File: config.mk
export PLATFORM = sky130hd
export DESIGN_NAME = dra_top
export DESIGN_NICKNAME = d
export VERILOG_FILES = /design/src/verilog/dra_pkg.sv /design/src/verilog/dra_if.sv /design/src/verilog/dra_arbiter.sv /design/src/verilog/dra_top.sv
export SDC_FILE = /design/constraint.sdc
export NUM_CORES = 1
export LEC_CHECK = 0
export BUFFER_PORTS_ARGS = -buffer_cell sky130_fd_sc_hd__buf_2
export CAP_MARGIN = 20
export CORE_MARGIN = 4
export CORE_UTILIZATION = 40
export DETAILED_ROUTE_END_ITERATION = 6
export PLACE_DENSITY = 0.66
export SLEW_MARGIN = 15
export SYNTH_ARGS = -nofsm -noshare
export SYNTH_HDL_FRONTEND = slang
export SYNTH_SLANG_ARGS = --single-unit
File: constraint.sdc
create_clock -name aclk -period 2.4 [get_ports aclk]
set_input_delay 0.36 -clock aclk [delete_from_list [all_inputs] [get_ports aclk]]
set_output_delay 0.36 -clock aclk [all_outputs]
set_load 0.02 [all_outputs]
File: src/verilog/dra_pkg.sv
// Package: register map, field layout, responses and owner encoding of the request arbiter
package dra_pkg;
    // Register byte offsets (AXI4-Lite, one aligned word each)
    localparam logic [7:0] SEL0_OFF    = 8'h00;  // Channel zero source select
    localparam logic [7:0] SEL1_OFF    = 8'h04;  // Channel one source select
    localparam logic [7:0] CTL0_OFF    = 8'h08;  // Channel zero control
    localparam logic [7:0] CTL1_OFF    = 8'h0C;  // Channel one control
    localparam logic [7:0] IRQ_STS_OFF = 8'h10;  // Sticky event status
    localparam logic [7:0] IRQ_MSK_OFF = 8'h14;  // Event mask
    localparam logic [7:0] OWNER_OFF   = 8'h18;  // Current bus owner
    // Source select fields
    localparam int SRC_LSB  = 0;  // Source code field, 4 bits
    localparam int SRC_W    = 4;
    localparam int BANK_BIT = 4;  // Source bank select
    localparam int SWREQ_BIT = 5; // Software request bit
    localparam logic [4:0] SRC_SOFT = 5'h00;  // Bank 0, code 0 = software trigger
    // Control fields
    localparam int PEND_BIT = 0;  // Request pending flag
    localparam int EN_BIT   = 1;  // Channel enable bit
    // Status bits: done events per channel
    localparam int DONE0_BIT = 0;
    localparam int DONE1_BIT = 1;
    localparam int NUM_SRC   = 32;  // Peripheral request lines (bank:code)
    // AXI responses
    localparam logic [1:0] RESP_OKAY   = 2'h0;
    localparam logic [1:0] RESP_SLVERR = 2'h2;
    // Bus owner encoding
    typedef enum logic [1:0] {
        OWN_CPU  = 2'b00,
        OWN_CH0  = 2'b01,
        OWN_CH1  = 2'b10
    } dra_owner_t;
endpackage : dra_pkg

File: src/verilog/dra_if.sv
// Interface: pending-flag, enable, grant, done and owner handoff between arbiter core and its register front end
`timescale 1ns/1ps
`default_nettype none
interface dra_if;
    logic [1:0] pend;      // Request pending flags
    logic [1:0] enable;    // Channel enable bits
    logic [1:0] grant;     // Pulse: channel won the bus
    logic [1:0] done;      // Pulse: channel transfer complete
    logic [1:0] owner;     // Current bus owner code
    modport regs (output enable, input pend, grant, done, owner);
    modport arb  (input enable, pend, output grant, done, owner);
endinterface : dra_if
`default_nettype wire

File: src/verilog/dra_arbiter.sv
// Module: bus arbiter among channel zero, channel one and the CPU
`timescale 1ns/1ps
`default_nettype none
module dra_arbiter
    import dra_pkg::*;
(
    // Clock and reset
    input  wire logic aclk,
    input  wire logic aresetn,
    // Bus sampling and handshakes
    input  wire logic bclk_fall,
    input  wire logic cpu_access_done,
    input  wire logic xfer_done,
    // Core side
    dra_if.arb        ifc
);
    // ------------------------------------------------------------
    // Ownership state machine
    // ------------------------------------------------------------
    typedef enum logic [1:0] {
        ST_CPU  = 2'b00,
        ST_CH0  = 2'b01,
        ST_CH1  = 2'b10,
        ST_HAND = 2'b11
    } dra_arb_st_t;
    dra_arb_st_t st_reg;
    logic        cpu_turn_reg;   // CPU owes one access before next channel

    // Grant only at sampling points, channel zero first
    always_ff @(posedge aclk) begin
        if (!aresetn) begin
            st_reg       <= ST_CPU;
            cpu_turn_reg <= 1'b0;
        end else begin
            case (st_reg)
                ST_CPU: begin
                    if (cpu_access_done)
                        cpu_turn_reg <= 1'b0;
                    if (bclk_fall && (!cpu_turn_reg || cpu_access_done)) begin
                        if (ifc.pend[0] && ifc.enable[0])
                            st_reg <= ST_CH0;
                        else if (ifc.pend[1] && ifc.enable[1])
                            st_reg <= ST_CH1;
                    end
                end
                ST_CH0, ST_CH1: begin
                    if (xfer_done) begin
                        st_reg       <= ST_CPU;
                        cpu_turn_reg <= 1'b1;
                    end
                end
                default: st_reg <= ST_CPU;
            endcase
        end
    end

    // Grant pulse and done pulse generation
    logic [1:0] grant_reg;
    logic [1:0] done_reg;
    always_ff @(posedge aclk) begin
        if (!aresetn) begin
            grant_reg <= 2'b00;
            done_reg  <= 2'b00;
        end else begin
            grant_reg[0] <= (st_reg == ST_CPU) && bclk_fall && (!cpu_turn_reg || cpu_access_done)
                            && ifc.pend[0] && ifc.enable[0];
            grant_reg[1] <= (st_reg == ST_CPU) && bclk_fall && (!cpu_turn_reg || cpu_access_done)
                            && !(ifc.pend[0] && ifc.enable[0]) && ifc.pend[1] && ifc.enable[1];
            done_reg[0]  <= (st_reg == ST_CH0) && xfer_done;
            done_reg[1]  <= (st_reg == ST_CH1) && xfer_done;
        end
    end

    assign ifc.grant = grant_reg;
    assign ifc.done  = done_reg;
    assign ifc.owner = st_reg;
endmodule : dra_arbiter
`default_nettype wire

File: src/verilog/dra_top.sv
// Module: request latching, AXI4-Lite registers and interrupt for two DMA channels
`timescale 1ns/1ps
`default_nettype none
module dra_top
    import dra_pkg::*;
#(
    parameter int NSRC = NUM_SRC
) (
    // Clock and reset
    input  wire logic            aclk,
    input  wire logic            aresetn,
    // AXI4-Lite write address
    input  wire logic [7:0]      s_axi_awaddr,
    input  wire logic            s_axi_awvalid,
    output var  logic            s_axi_awready,
    // AXI4-Lite write data
    input  wire logic [31:0]     s_axi_wdata,
    input  wire logic [3:0]      s_axi_wstrb,
    input  wire logic            s_axi_wvalid,
    output var  logic            s_axi_wready,
    // AXI4-Lite write response
    output var  logic [1:0]      s_axi_bresp,
    output var  logic            s_axi_bvalid,
    input  wire logic            s_axi_bready,
    // AXI4-Lite read address
    input  wire logic [7:0]      s_axi_araddr,
    input  wire logic            s_axi_arvalid,
    output var  logic            s_axi_arready,
    // AXI4-Lite read data
    output var  logic [31:0]     s_axi_rdata,
    output var  logic [1:0]      s_axi_rresp,
    output var  logic            s_axi_rvalid,
    input  wire logic            s_axi_rready,
    // Peripheral request flags and bus timing
    input  wire logic [NSRC-1:0] irq_flag_bit,
    input  wire logic            bclk_fall,
    input  wire logic            cpu_access_done,
    input  wire logic            xfer_done,
    // Bus ownership and interrupt
    output var  logic            channel_zero_grant,
    output var  logic            channel_one_grant,
    output var  logic            cpu_grant,
    output var  logic            irq
);
    // ------------------------------------------------------------
    // Registers and state
    // ------------------------------------------------------------
    logic [5:0]  sel_reg [2];          // channel_source_select_reg per channel
    logic [1:0]  request_pending_flag;
    logic [1:0]  channel_enable_bit;
    logic [1:0]  req_seen_reg;         // Request caught in current sampling period
    logic [1:0]  irq_prev_reg;         // Selected flag last cycle, for edge detect
    logic [1:0]  sts_reg;
    logic [1:0]  msk_reg;
    logic [7:0]  wa_reg;
    logic [31:0] wd_reg;
    logic [3:0]  ws_reg;
    logic        wa_have_reg;
    logic        wd_have_reg;
    logic        wr_fire;
    logic [1:0]  sw_set;               // Software request this cycle
    logic [1:0]  irq_sel;              // Selected peripheral flag per channel

    dra_if ifc ();

    // Source index: bank bit above the code field
    function automatic logic [4:0] src_index(input logic [5:0] sel);
        src_index = sel[BANK_BIT:SRC_LSB];
    endfunction : src_index

    // Write hits a register offset with its low byte lane enabled
    function automatic logic hit(input logic [7:0] off);
        hit = wr_fire && (wa_reg == off) && ws_reg[0];
    endfunction : hit

    // ------------------------------------------------------------
    // AXI4-Lite write path: address and data taken in either order
    // ------------------------------------------------------------
    assign wr_fire = wa_have_reg && wd_have_reg && !s_axi_bvalid;

    always_ff @(posedge aclk) begin
        if (!aresetn) begin
            wa_have_reg   <= 1'b0;
            wd_have_reg   <= 1'b0;
            wa_reg        <= 8'h00;
            wd_reg        <= 32'h0000_0000;
            ws_reg        <= 4'h0;
            s_axi_awready <= 1'b0;
            s_axi_wready  <= 1'b0;
            s_axi_bvalid  <= 1'b0;
            s_axi_bresp   <= RESP_OKAY;
        end else begin
            s_axi_awready <= !wa_have_reg && !s_axi_awready && s_axi_awvalid;
            s_axi_wready  <= !wd_have_reg && !s_axi_wready && s_axi_wvalid;
            if (s_axi_awvalid && s_axi_awready) begin
                wa_have_reg <= 1'b1;
                wa_reg      <= s_axi_awaddr;
            end
            if (s_axi_wvalid && s_axi_wready) begin
                wd_have_reg <= 1'b1;
                wd_reg      <= s_axi_wdata;
                ws_reg      <= s_axi_wstrb;
            end
            if (wr_fire) begin
                wa_have_reg  <= 1'b0;
                wd_have_reg  <= 1'b0;
                s_axi_bvalid <= 1'b1;
                // Owner register is read-only; unmapped offsets answer with an error
                s_axi_bresp  <= (wa_reg <= IRQ_MSK_OFF && wa_reg[1:0] == 2'b00) ? RESP_OKAY : RESP_SLVERR;
            end else if (s_axi_bvalid && s_axi_bready) begin
                s_axi_bvalid <= 1'b0;
            end
        end
    end

    // ------------------------------------------------------------
    // Configuration registers
    // ------------------------------------------------------------
    // Source select and enable; the software request bit is not stored
    always_ff @(posedge aclk) begin
        if (!aresetn) begin
            sel_reg[0]         <= 6'h00;
            sel_reg[1]         <= 6'h00;
            channel_enable_bit <= 2'b00;
            msk_reg            <= 2'b00;
        end else begin
            if (hit(SEL0_OFF)) sel_reg[0] <= {1'b0, wd_reg[BANK_BIT:SRC_LSB]};
            if (hit(SEL1_OFF)) sel_reg[1] <= {1'b0, wd_reg[BANK_BIT:SRC_LSB]};
            if (hit(CTL0_OFF)) channel_enable_bit[0] <= wd_reg[EN_BIT];
            if (hit(CTL1_OFF)) channel_enable_bit[1] <= wd_reg[EN_BIT];
            if (hit(IRQ_MSK_OFF)) msk_reg <= wd_reg[1:0];
        end
    end

    // Software request strobes, only under the software trigger source
    always_comb begin
        sw_set[0] = hit(SEL0_OFF) && wd_reg[SWREQ_BIT]
                    && wd_reg[BANK_BIT:SRC_LSB] == SRC_SOFT;
        sw_set[1] = hit(SEL1_OFF) && wd_reg[SWREQ_BIT]
                    && wd_reg[BANK_BIT:SRC_LSB] == SRC_SOFT;
    end

    // Selected peripheral flag per channel; bank 0 code 0 is software only
    always_comb begin
        for (int c = 0; c < 2; c++) begin
            irq_sel[c] = (src_index(sel_reg[c]) != SRC_SOFT)
                         && irq_flag_bit[src_index(sel_reg[c])];
        end
    end

    // ------------------------------------------------------------
    // Request capture and pending flags
    // ------------------------------------------------------------
    // Requests gathered over the period, committed together at the falling edge
    always_ff @(posedge aclk) begin
        if (!aresetn) begin
            req_seen_reg <= 2'b00;
            irq_prev_reg <= 2'b00;
        end else begin
            irq_prev_reg <= irq_sel;
            for (int c = 0; c < 2; c++) begin
                if (bclk_fall)
                    req_seen_reg[c] <= sw_set[c] || (irq_sel[c] && !irq_prev_reg[c]);
                else if (sw_set[c] || (irq_sel[c] && !irq_prev_reg[c]))
                    req_seen_reg[c] <= 1'b1;
            end
        end
    end

    // Pending flag: set at sample point wins over the grant clear of the same edge
    always_ff @(posedge aclk) begin
        if (!aresetn) begin
            request_pending_flag <= 2'b00;
        end else begin
            for (int c = 0; c < 2; c++) begin
                if (bclk_fall && req_seen_reg[c])
                    request_pending_flag[c] <= 1'b1;
                else if (ifc.grant[c])
                    request_pending_flag[c] <= 1'b0;
                else if (hit(c == 0 ? CTL0_OFF : CTL1_OFF) && !wd_reg[PEND_BIT])
                    request_pending_flag[c] <= 1'b0;
            end
        end
    end

    assign ifc.pend   = request_pending_flag;
    assign ifc.enable = channel_enable_bit;

    // ------------------------------------------------------------
    // Arbiter
    // ------------------------------------------------------------
    dra_arbiter u_arb (
        .aclk            (aclk),
        .aresetn         (aresetn),
        .bclk_fall       (bclk_fall),
        .cpu_access_done (cpu_access_done),
        .xfer_done       (xfer_done),
        .ifc             (ifc.arb)
    );

    // ------------------------------------------------------------
    // Interrupt status and outputs
    // ------------------------------------------------------------
    // Done events set sticky bits; set wins over write-one-to-clear
    always_ff @(posedge aclk) begin
        if (!aresetn) begin
            sts_reg <= 2'b00;
        end else begin
            for (int c = 0; c < 2; c++) begin
                if (ifc.done[c])
                    sts_reg[c] <= 1'b1;
                else if (hit(IRQ_STS_OFF) && wd_reg[c])
                    sts_reg[c] <= 1'b0;
            end
        end
    end

    // Registered ownership view; one cycle behind the arbiter state
    always_ff @(posedge aclk) begin
        if (!aresetn) begin
            channel_zero_grant <= 1'b0;
            channel_one_grant  <= 1'b0;
            cpu_grant          <= 1'b1;
            irq                <= 1'b0;
        end else begin
            channel_zero_grant <= ifc.owner == OWN_CH0;
            channel_one_grant  <= ifc.owner == OWN_CH1;
            cpu_grant          <= ifc.owner == OWN_CPU;
            irq                <= |(sts_reg & msk_reg);
        end
    end

    // ------------------------------------------------------------
    // AXI4-Lite read path
    // ------------------------------------------------------------
    always_ff @(posedge aclk) begin
        if (!aresetn) begin
            s_axi_arready <= 1'b0;
            s_axi_rvalid  <= 1'b0;
            s_axi_rdata   <= 32'h0000_0000;
            s_axi_rresp   <= RESP_OKAY;
        end else begin
            s_axi_arready <= !s_axi_arready && !s_axi_rvalid && s_axi_arvalid;
            if (s_axi_arvalid && s_axi_arready) begin
                s_axi_rvalid <= 1'b1;
                s_axi_rresp  <= RESP_OKAY;
                s_axi_rdata  <= 32'h0000_0000;
                if (s_axi_araddr == SEL0_OFF)
                    s_axi_rdata[BANK_BIT:SRC_LSB] <= sel_reg[0][BANK_BIT:SRC_LSB];
                else if (s_axi_araddr == SEL1_OFF)
                    s_axi_rdata[BANK_BIT:SRC_LSB] <= sel_reg[1][BANK_BIT:SRC_LSB];
                else if (s_axi_araddr == CTL0_OFF)
                    s_axi_rdata[1:0] <= {channel_enable_bit[0], request_pending_flag[0]};
                else if (s_axi_araddr == CTL1_OFF)
                    s_axi_rdata[1:0] <= {channel_enable_bit[1], request_pending_flag[1]};
                else if (s_axi_araddr == IRQ_STS_OFF)
                    s_axi_rdata[1:0] <= sts_reg;
                else if (s_axi_araddr == IRQ_MSK_OFF)
                    s_axi_rdata[1:0] <= msk_reg;
                else if (s_axi_araddr == OWNER_OFF)
                    s_axi_rdata[1:0] <= ifc.owner;
                else
                    s_axi_rresp <= RESP_SLVERR;
            end else if (s_axi_rvalid && s_axi_rready) begin
                s_axi_rvalid <= 1'b0;
            end
        end
    end
endmodule : dra_top
`default_nettype wire
==> qor.csv, run 1 <==
stage,metric,value,unit
status,status,"finished, final reports clean",
logic_synthesis,Synth Flop Type,dfxtp_1,
detailed_routing,DR vias,2968,
critical_path,crit-path max FO,5,
cts,CTS tree,yes,
critical_path,FF-to-FF Start,wa_reg[1]$_SDFFE_PN0P_,
power_and_ir_drop,Final Total Pwr,2.25,mW
run,MaxCap Viol Count,0,
timing,total negative slack,0,ps
final_layout,Fillers,813,
grt,grt ovf,0,
min_path,hold depth,3,
logic_synthesis,"Seq/Total Area, Yosys",39.1,%
cts,"Setup Fix Bufs, Post-CTS",0,
final_layout,ANT cells,0,
cts,Skew-Pair Late Insertion Delay,340,ps
min_path,Worst Hold Launch,s_axi_awaddr[7],
detailed_routing,DRT iter0 DRCs,107,
placed_design,RD Place Congestion,0.909,
floorplan,row cnt,33,
final_layout,Largest register FFs,10,
detailed_routing,remaining antenna violation count,0,
logic_synthesis,Post-synth EDFFs,10,
critical_path,R2R depth,5,
critical_path,CP max stage delay,550,ps
final_layout,Layout Cells excl Fill,580,
floorplan,Placeable Area,0.00830,mm^2
timing,RSZ-0062 raised after global routing,false,
final_layout,"commonest non-fill, non-tap cell in the layout",buf_2,
floorplan,io pins,139,
min_path,WHS Endpoint,wa_reg[7]$_SDFFE_PN0P_,
cts,"Reg clk slew, reported paths",70,ps
critical_path,CP startpoint,wa_reg[1]$_SDFFE_PN0P_,
grt,initial antenna violation count,0,
timing,min Tclk post-route,2040,ps
final_layout,register area,0.00134,mm^2
critical_path,"setup slack, reg-to-reg",360,ps
placed_design,dpl cells,564,
grt,first-pass GRT wire length,12.9,mm
grt,largest net degree at the start of global routing,24,
critical_path,startpoint types,register,
placed_design,DP Area,0.00382,mm^2
detailed_routing,DRC viols,0,
critical_path,Top Family by Delay on Critical Path,simple AND/OR/NAND/NOR gates,
critical_path,critical path type,register to register,
final_layout,# nets final,567,
critical_path,reg2reg end,sel_reg[0][6]$_DFFE_PP_,
floorplan,initial core utilization,41.4,%
final_layout,final instance area,0.00400,mm^2
cts,Resized Gates After CTS,0,
detailed_routing,Post-Route WL,7.97,mm
final_layout,Synth-to-Final Area Change,16.6,%
floorplan,Die Y,101,um
cts,root buf cell,clkbuf_8,
placed_design,pre-CTS setup slack,368,ps
logic_synthesis,Mapped Area,0.00343,mm^2
timing,Max Slew Vio Count,0,
critical_path,crit path buf inv count,1,
timing,Fmax,0.491,GHz
cts,TritonCTS Sinks,62,
cts,clock buffer depth,2,
timing,Final period util,84.9,%
detailed_routing,DR pass1 iterations,4,
final_layout,layout cells sized above 1,23.4,%
logic_synthesis,yosys warns,0,
critical_path,Worst Path Arrival,2090,ps
floorplan,die width,101,um
logic_synthesis,Syn Inst Count,389,
logic_synthesis,Netlist cell types,49,
power_and_ir_drop,PD cells,562,mW/mm^2
critical_path,WP data required,2450,ps
grt,Total GRT Usage,16.0,%
critical_path,Critical-path top delay cell,or4_4,
timing,final hold vios,0,
cts,hold buffer count at cts,0,
logic_synthesis,"flops & latches, synth",62,
placed_design,Final HPWL DP,6.19,mm
critical_path,cells along the critical path,or4_4 -> nor4_4 -> nand2_1 -> o31ai_1 -> buf_4,
final_layout,area of the multi-input gates,0.00186,mm^2
timing,endpoints failing setup,0,
min_path,Hold Path Class,primary input to register,
logic_synthesis,mean post-synth cell area,8.82,um^2
timing,"Worst Setup Slack, final",363,ps
final_layout,most frequent cells in the layout,"80 x buf_2, 52 x dfxtp_1, 48 x nand2_1, 37 x mux2i_1, 29 x conb_1",
cts,CTS H-tree depth,3,
cts,CTS buffer count,9,
grt,vias in the first global route,2743,
floorplan,die area,0.0101,mm^2
detailed_routing,Via density,5.12,
critical_path,Critical Path End Type,register,
placed_design,PortBufs,80,
power_and_ir_drop,Lkg Pwr,1.69,nW
detailed_routing,WL/cell,13.7,um
power_and_ir_drop,worst vdd ir,0.369,mV
logic_synthesis,Post-synth ARST share,0,%
timing,Worst Clk Skew,7.72,ps
cells in the mapped netlist (2+ instances only):
cell	n	area [um^2]
a2111oi_0	2	17.5
a211oi_1	2	15.0
a21boi_0	16	120
a21oi_1	22	110
a22oi_1	12	90.1
a31oi_1	2	12.5
and2_1	11	68.8
and3_1	3	18.8
buf_2	5	25.0
buf_4	30	225
clkbuf_1	7	26.3
dfxtp_1	52	1040
edfxtp_1	10	300
ha_1	3	37.5
inv_1	10	37.5
mux2_2	3	33.8
mux2i_1	37	370
nand2_1	48	180
nand2b_1	8	50.1
nand3_1	22	110
nand3b_1	4	30.0
nand4b_1	2	17.5
nor2_1	24	90.1
nor2b_1	6	37.5
nor3_1	5	25.0
nor4_1	3	18.8
nor4b_1	3	26.3
o21a_1	3	22.5
o21ai_0	11	55.1
o221ai_1	3	26.3
or4_4	2	22.5
worst max-delay path by stage:
| stage | slack [ps] | cells after the start | end |
|---|---|---|---|
| floorplan | 300 | 4 | sel_reg[0][5]$_DFFE_PP_ |
| global placement | 400 | 7 | s_axi_rdata[0]$_SDFFE_PN0P_ |
| detailed placement | 370 | 7 | s_axi_rdata[0]$_SDFFE_PN0P_ |
| CTS | 350 | 5 | sel_reg[0][6]$_DFFE_PP_ |
| global route | 260 | 5 | sel_reg[0][6]$_DFFE_PP_ |
| finish | 360 | 5 | sel_reg[0][6]$_DFFE_PP_ |
metrics by stage:
stage / hold slack (ps) / util [%]
finish: 267 / 48.2
global route: 264 / 48.2
CTS: 252 / 48.2
detailed placement: 426 / 46.0
global placement: 426 / 46.0
floorplan: 418 / -
metal layers:
metal,wire (um),track usage (%),part of all wire (%)
met5,0,0,0
met4,180,6.53,2.3
met3,554,4.78,7.0
met2,3590,25.4,45
met1,3640,20.2,46
worst register-to-register path, delay by kind of cell (launching register included):
kind / cells / cell delay [ps]
flops: 1 / 310
buf+inv: 1 / 180
compound gates: 1 / 210
simple gates: 3 / 1050
cell type report:
| cell class | count | share of cell area (%) |
|---|---|---|
| tap | 105 | 3.28 |
| inverter | 10 | 0.938 |
| clock buffer | 11 | 3.81 |
| multi-input combinational | 301 | 46.6 |
| clock inverter | 5 | 0.750 |
| sequential | 62 | 33.5 |
| timing repair buffer | 86 | 11.1 |
cells by family (layout without fill, tap and decap cells):
family                     Yosys count  after routing  synth area share, %
buffers and inverters               54            112                 9.70
other                                1             29                0.109
and+or+nand+nor                    147            147                 22.2
muxes                               40             40                 11.8
DFF                                 62             62                 39.1
AOI/OAI and AO/OA                   82             82                 16.1
adders and majority gates            3              3                 1.09
report_power, final:
part           switching, mW  leakage (nW)  internal (mW)
clock network          0.401        0.0989          0.436
logic                  0.176          1.06          0.118
registers             0.0323         0.525           1.09
(Power assumes the default switching activity.)
==> run 2, diff against run 1 <==
Settings changed: ABC_AREA from default to 1, PLACE_DENSITY 0.66 to 0.68.
Clock period 2.4 ns to 1.75 ns, I/O delays scaled along.
==> run 2 against run 1 <==
Net effect:
- critical path type unchanged
- sequential power rose by 37%
- first-iteration DRC count is 47% higher
- final cell count grew 30%
==> qor.csv, run 2 <==
stage,metric,value,unit,change
status,status,"finished, final reports clean",,
logic_synthesis,Post-synth ARST share,0,%,unchanged
final_layout,most frequent cells in the layout,"152 x nand2_1, 86 x inv_1, 80 x buf_2, 58 x nand3_1, 52 x dfxtp_1",,
cts,CTS buffer count,9,,unchanged
critical_path,Crit path top cell by count,nand2_1,,
timing,Worst Clk Skew,12.1,ps,+4.40 ps
grt,largest net degree at the start of global routing,19,,-21%
logic_synthesis,Syn Inst Count,557,,+43%
cts,"Reg clk slew, reported paths",80,ps,about the same
critical_path,CP max stage delay,510,ps,-40 ps
placed_design,PortBufs,80,,unchanged
final_layout,"commonest non-fill, non-tap cell in the layout",nand2_1,,
critical_path,Critical-path top delay cell,edfxtp_1,,
detailed_routing,DRT iter0 DRCs,157,,+47%
placed_design,RD Place Congestion,0.928,,+2.1%
critical_path,critical path type,register to register,,
cts,Skew-Pair Late Insertion Delay,350,ps,about the same
critical_path,Critical Path End Type,register,,
timing,final hold vios,0,,unchanged
cts,clock buffer depth,2,,unchanged
logic_synthesis,yosys warns,0,,unchanged
timing,Fmax,0.630,GHz,+28%
critical_path,startpoint types,register,,
timing,endpoints failing setup,0,,unchanged
placed_design,DP Area,0.00404,mm^2,+5.8%
detailed_routing,Post-Route WL,8.65,mm,+8.5%
final_layout,Synth-to-Final Area Change,16.6,%,about the same
timing,RSZ-0062 raised after global routing,false,,
cts,CTS tree,yes,,
final_layout,layout cells sized above 1,18.9,%,-4.5 points
floorplan,row cnt,34,,+3.0%
critical_path,Worst Path Arrival,1860,ps,-230 ps
detailed_routing,DRC viols,0,,unchanged
grt,initial antenna violation count,0,,unchanged
logic_synthesis,Yosys top cell area share,28.5,%,-1.8 points
floorplan,Placeable Area,0.00881,mm^2,+6.1%
critical_path,WP data required,2030,ps,-420 ps
cts,TritonCTS Sinks,62,,unchanged
final_layout,ANT cells,0,,unchanged
power_and_ir_drop,Lkg Pwr,2.17,nW,+29%
logic_synthesis,"top cells by count, synth","152 x nand2_1, 86 x inv_1, 58 x nand3_1",,
critical_path,crit-path max FO,12,,+7
detailed_routing,remaining antenna violation count,0,,unchanged
floorplan,die width,104,um,+2.9%
final_layout,Largest register FFs,10,,unchanged
grt,first-pass GRT wire length,14.6,mm,+13%
final_layout,final instance area,0.00426,mm^2,+6.5%
logic_synthesis,Synth Flop Type,dfxtp_1,,
power_and_ir_drop,PD cells,791,mW/mm^2,+41%
power_and_ir_drop,worst vdd ir,0.544,mV,+48%
detailed_routing,DR pass1 iterations,6,,+2
detailed_routing,DR vias,3563,,+20%
logic_synthesis,"Seq/Total Area, Yosys",36.7,%,-2.4 points
cts,"Setup Fix Bufs, Post-CTS",0,,unchanged
grt,vias in the first global route,3278,,+20%
placed_design,Final HPWL DP,6.80,mm,+9.9%
detailed_routing,WL/cell,11.5,um,-17%
logic_synthesis,top-count cell post-synth,nand2_1,,
cts,CTS H-tree depth,3,,unchanged
final_layout,area of the multi-input gates,0.00173,mm^2,-7.4%
floorplan,initial core utilization,41.5,%,+0.14 points
cts,Resized Gates After CTS,0,,unchanged
detailed_routing,Via density,4.72,,-7.8%
final_layout,Layout Cells excl Fill,755,,+30%
floorplan,Die Y,104,um,+2.9%
final_layout,register area,0.00134,mm^2,unchanged
grt,Total GRT Usage,16.1,%,+0.090 points
grt,grt ovf,0,,unchanged
floorplan,die area,0.0107,mm^2,+5.9%
logic_synthesis,"flops & latches, synth",62,,unchanged
logic_synthesis,Netlist cell types,34,,-31%
logic_synthesis,leading area contributor after synthesis,dfxtp_1,,
critical_path,Top Family by Delay on Critical Path,simple AND/OR/NAND/NOR gates,,
critical_path,cells along the critical path,buf_4 -> nand2_1 -> nand3_1 -> nand2_1 -> nand2_1 -> nand2_1 -> clkinv_1 -> nand2_1 -> nand2_1 -> nand2_1 -> nand2_1 -> a21oi_2,,
placed_design,dpl cells,739,,+31%
cts,root buf cell,clkbuf_8,,
logic_synthesis,Synth area leaders,"dfxtp_1 28%, nand2_1 16%, inv_1 8.8%",,
logic_synthesis,mean post-synth cell area,6.56,um^2,-26%
critical_path,crit path buf inv count,2,,+1
min_path,Hold Path Class,primary input to register,,
logic_synthesis,Mapped Area,0.00365,mm^2,+6.5%
run,MaxCap Viol Count,0,,unchanged
timing,Final period util,90.7,%,+5.8 points
final_layout,# nets final,739,,+30%
final_layout,fin util,48.4,%,+0.18 points
timing,Max Slew Vio Count,0,,unchanged
logic_synthesis,Post-synth EDFFs,10,,unchanged
timing,total negative slack,0,ps,unchanged
final_layout,Fillers,926,,+14%
floorplan,io pins,139,,unchanged
timing,min Tclk post-route,1590,ps,-449 ps
cts,hold buffer count at cts,0,,unchanged
==> run 2: changes by cell type after synthesis, moves of 6 or more <==
cell | previous run | this run
a21boi_0 | 16 | 0
a21oi_1 | 22 | 33
a22oi_1 | 12 | 0
and2_1 | 11 | 0
buf_6 | 0 | 6
inv_1 | 10 | 86
mux2i_1 | 37 | 0
nand2_1 | 48 | 152
nand2b_1 | 8 | 0
nand3_1 | 22 | 58
nor2_1 | 24 | 44
nor2b_1 | 6 | 0
o21ai_0 | 11 | 22
==> run 2: final timing paths <==
path	from	cells past startpoint	slack, ps	endpoint
setup / recovery	sel_reg[0][0]$_DFFE_PP_	12	160	req_seen_reg[0]$_SDFFE_PN0P_
hold / removal	s_axi_awvalid	3	160	s_axi_awready$_SDFF_PN0_
setup reg to reg	sel_reg[0][0]$_DFFE_PP_	12	160	req_seen_reg[0]$_SDFFE_PN0P_
hold reg to reg	u_arb.ifc.done[0]$_SDFF_PN0_	2	440	sts_reg[0]$_SDFFE_PN0P_
==> run 2: worst min-delay path, stage by stage <==
cell     delay (ps)
buf_2           100
nand2_1          60
nor3_1           40
==> run 2: metal layers <==
layer / routed length, um / track usage (%) / vias to the layer above
met5: 0 / 0 / -
met4: 129 / 5.22 / 0
met3: 741 / 5.60 / 12
met2: 3840 / 26.0 / 139
met1: 3940 / 20.1 / 1541
li1: - / - / 1871
==> run 2: kinds of logic after synthesis <==
group           Yosys count  synth area share, %
other cells               1                0.103
flops                    62                 36.7
simple gates            279                 32.2
buf+inv                 140                 18.9
fa+ha+maj                 3                 1.03
compound gates           72                 11.0
==> run 2: where the power goes <==
group	internal, mW	switching (mW)
logic	0.161	0.303
clock network	0.806	0.569
registers	1.50	0.0367
total	2.46	0.909
==> run 2: metrics by stage <==
step / hold WS (ps) / power, mW / setup slack (ps)
CTS: 135 / 3.41 / 165
detailed placement: 431 / 2.03 / 180
global placement: 424 / 2.02 / 201
finish: 159 / 3.37 / 163
floorplan: 390 / 1.93 / 357
global route: 155 / 3.55 / 4.64
==> run 2: area by class of cell <==
type                    count  area share (%)
clock buffers               9            2.91
clock inverters             7            2.26
inverters                  97            8.72
multi-input cells         383            40.5
flip-flops and latches     62            31.5
well taps                 108            3.17
repair buffers             89            11.0
==> run 3, diff against run 2 <==
Settings changed: RECOVER_POWER from default to 100.
==> run 3 against run 2 <==
Net effect:
- clock-buffer cell count did not move
- via count rose by 0.42%
- global-route usage did not move
- combinational power fell by 2%
- power fell by 0.17%
- largest cell class unchanged
- worst hold slack improved by 0.72 ps
- cell area fell by 0.91%
- critical path type unchanged
==> qor.csv, run 3 (synthesized netlist as in run 2, its figures left out) <==
stage,metric,value,unit,change
detailed_routing,DRC viols,0,,unchanged
grt,first-pass GRT wire length,14.6,mm,unchanged
grt,Total GRT Usage,16.1,%,unchanged
detailed_routing,DRT iter0 DRCs,160,,+1.9%
run,MaxCap Viol Count,0,,unchanged
placed_design,pre-CTS setup slack,180,ps,unchanged
timing,final hold slack,160,ps,+0.721 ps
critical_path,startpoint types,register,,
final_layout,Layout Cells excl Fill,755,,unchanged
min_path,Hold Path Class,primary input to register,,
cts,CTS buffer count,9,,unchanged
final_layout,"commonest non-fill, non-tap cell in the layout",nand2_1,,
grt,grt ovf,0,,unchanged
grt,vias in the first global route,3278,,unchanged
floorplan,io pins,139,,unchanged
floorplan,die area,0.0107,mm^2,unchanged
critical_path,critical path type,register to register,,
final_layout,most frequent cells in the layout,"153 x nand2_1, 86 x inv_1, 63 x buf_2, 58 x nand3_1, 52 x dfxtp_1",,
cts,root buf cell,clkbuf_8,,
timing,Fmax,0.621,GHz,-1.4%
timing,Max Slew Vio Count,0,,unchanged
detailed_routing,DR pass1 iterations,5,,-1
grt,met2 GRT Util,26.0,%,unchanged
placed_design,Final HPWL DP,6.80,mm,unchanged
final_layout,Synth-to-Final Area Change,15.6,%,
cts,CTS H-tree depth,3,,unchanged
floorplan,die width,104,um,unchanged
power_and_ir_drop,Lkg Pwr,2.10,nW,-3.2%
cts,"Reg clk slew, reported paths",80,ps,about the same
cts,clock buffer depth,2,,unchanged
placed_design,RD Place Congestion,0.928,,unchanged
detailed_routing,DR vias,3578,,+0.42%
timing,RSZ-0062 raised after global routing,false,,
critical_path,WP data required,1920,ps,-110 ps
cts,"Setup Fix Bufs, Post-CTS",0,,unchanged
floorplan,row cnt,34,,unchanged
final_layout,final instance area,0.00422,mm^2,-0.91%
critical_path,Critical Path End Type,register,,
timing,Worst Clk Skew,12.1,ps,-0.0380 ps
power_and_ir_drop,worst vdd ir,0.544,mV,-0.11%
final_layout,fin util,48.0,%,-0.44 points
timing,"Worst Setup Slack, final",140,ps,-22.5 ps
timing,min Tclk post-route,1610,ps,+22.5 ps
timing,total negative slack,0,ps,unchanged
grt,routing usage on met3,5.60,%,unchanged
critical_path,crit-path max FO,6,,-6
cts,hold buffer count at cts,0,,unchanged
timing,endpoints failing setup,0,,unchanged
floorplan,Placeable Area,0.00881,mm^2,unchanged
placed_design,PortBufs,80,,unchanged
grt,Top Usage Layer GRT,met2,,
cts,CTS tree,yes,,
grt,largest net degree at the start of global routing,19,,unchanged
power_and_ir_drop,PD cells,797,mW/mm^2,+0.75%
grt,initial antenna violation count,0,,unchanged
grt,GR Util met1,20.1,%,unchanged
detailed_routing,WL/cell,11.4,um,-0.22%
detailed_routing,Post-Route WL,8.63,mm,-0.22%
detailed_routing,Via density,4.74,,+0.42%
final_layout,layout cells sized above 1,15.6,%,-3.2 points
detailed_routing,remaining antenna violation count,0,,unchanged
cts,Resized Gates After CTS,0,,unchanged
floorplan,Die Y,104,um,unchanged
floorplan,initial core utilization,41.5,%,unchanged
critical_path,Worst Path Arrival,1780,ps,-80 ps
cts,Skew-Pair Late Insertion Delay,350,ps,about the same
cts,TritonCTS Sinks,62,,unchanged
status,status,"finished, final reports clean",,
final_layout,# nets final,739,,unchanged
final_layout,ANT cells,0,,unchanged
timing,final hold vios,0,,unchanged
final_layout,Largest register FFs,10,,unchanged
power_and_ir_drop,Final Total Pwr,3.37,mW,-0.17%
placed_design,dpl cells,739,,unchanged
timing,Final period util,92.0,%,+1.3 points
placed_design,DP Area,0.00404,mm^2,unchanged
## run 3: critical path, cell delays in order, from the launching register on
cell and delay (ps):
dfxtp_1 360, inv_2 50, nor2_1 120, nand2_1 160
nor3_1 240, o2111ai_1 270, nor2_1 240
## run 3: layout make-up
type | instances | area (um^2)
clock inverters | 7 | 96.3
multi-input cells | 383 | 1710
repair buffers | 89 | 444
inverters | 97 | 372
flip-flops and latches | 62 | 1340
fillers | 933 | 4580
clock buffers | 9 | 124
well taps | 108 | 135
## run 3: power by group
| group | internal (mW) | total [mW] | switching, mW | leakage (nW) |
|---|---|---|---|---|
| Combinational | 0.157 | 0.458 | 0.301 | 1.46 |
| Sequential | 1.50 | 1.53 | 0.0366 | 0.526 |
| Clock | 0.806 | 1.38 | 0.570 | 0.110 |
| Total | 2.46 | 3.37 | 0.908 | 2.10 |
## run 3: final timing paths
kind,start,to,slack [ps],depth (start not counted)
max,wd_have_reg$_SDFFE_PP0P_,sel_reg[0][3]$_DFFE_PP_,140,6
min reg2reg,u_arb.ifc.done[0]$_SDFF_PN0_,sts_reg[0]$_SDFFE_PN0P_,440,2
max reg2reg,wd_have_reg$_SDFFE_PP0P_,sel_reg[0][3]$_DFFE_PP_,140,6
min,s_axi_awvalid,s_axi_awready$_SDFF_PN0_,160,3
## run 3: metal layers
| layer | vias to the layer above | wire (um) |
|---|---|---|
| met3 | 12 | 780 |
| li1 | 1874 | - |
| met4 | 0 | 127 |
| met5 | - | 0 |
| met2 | 139 | 3860 |
| met1 | 1553 | 3860 |
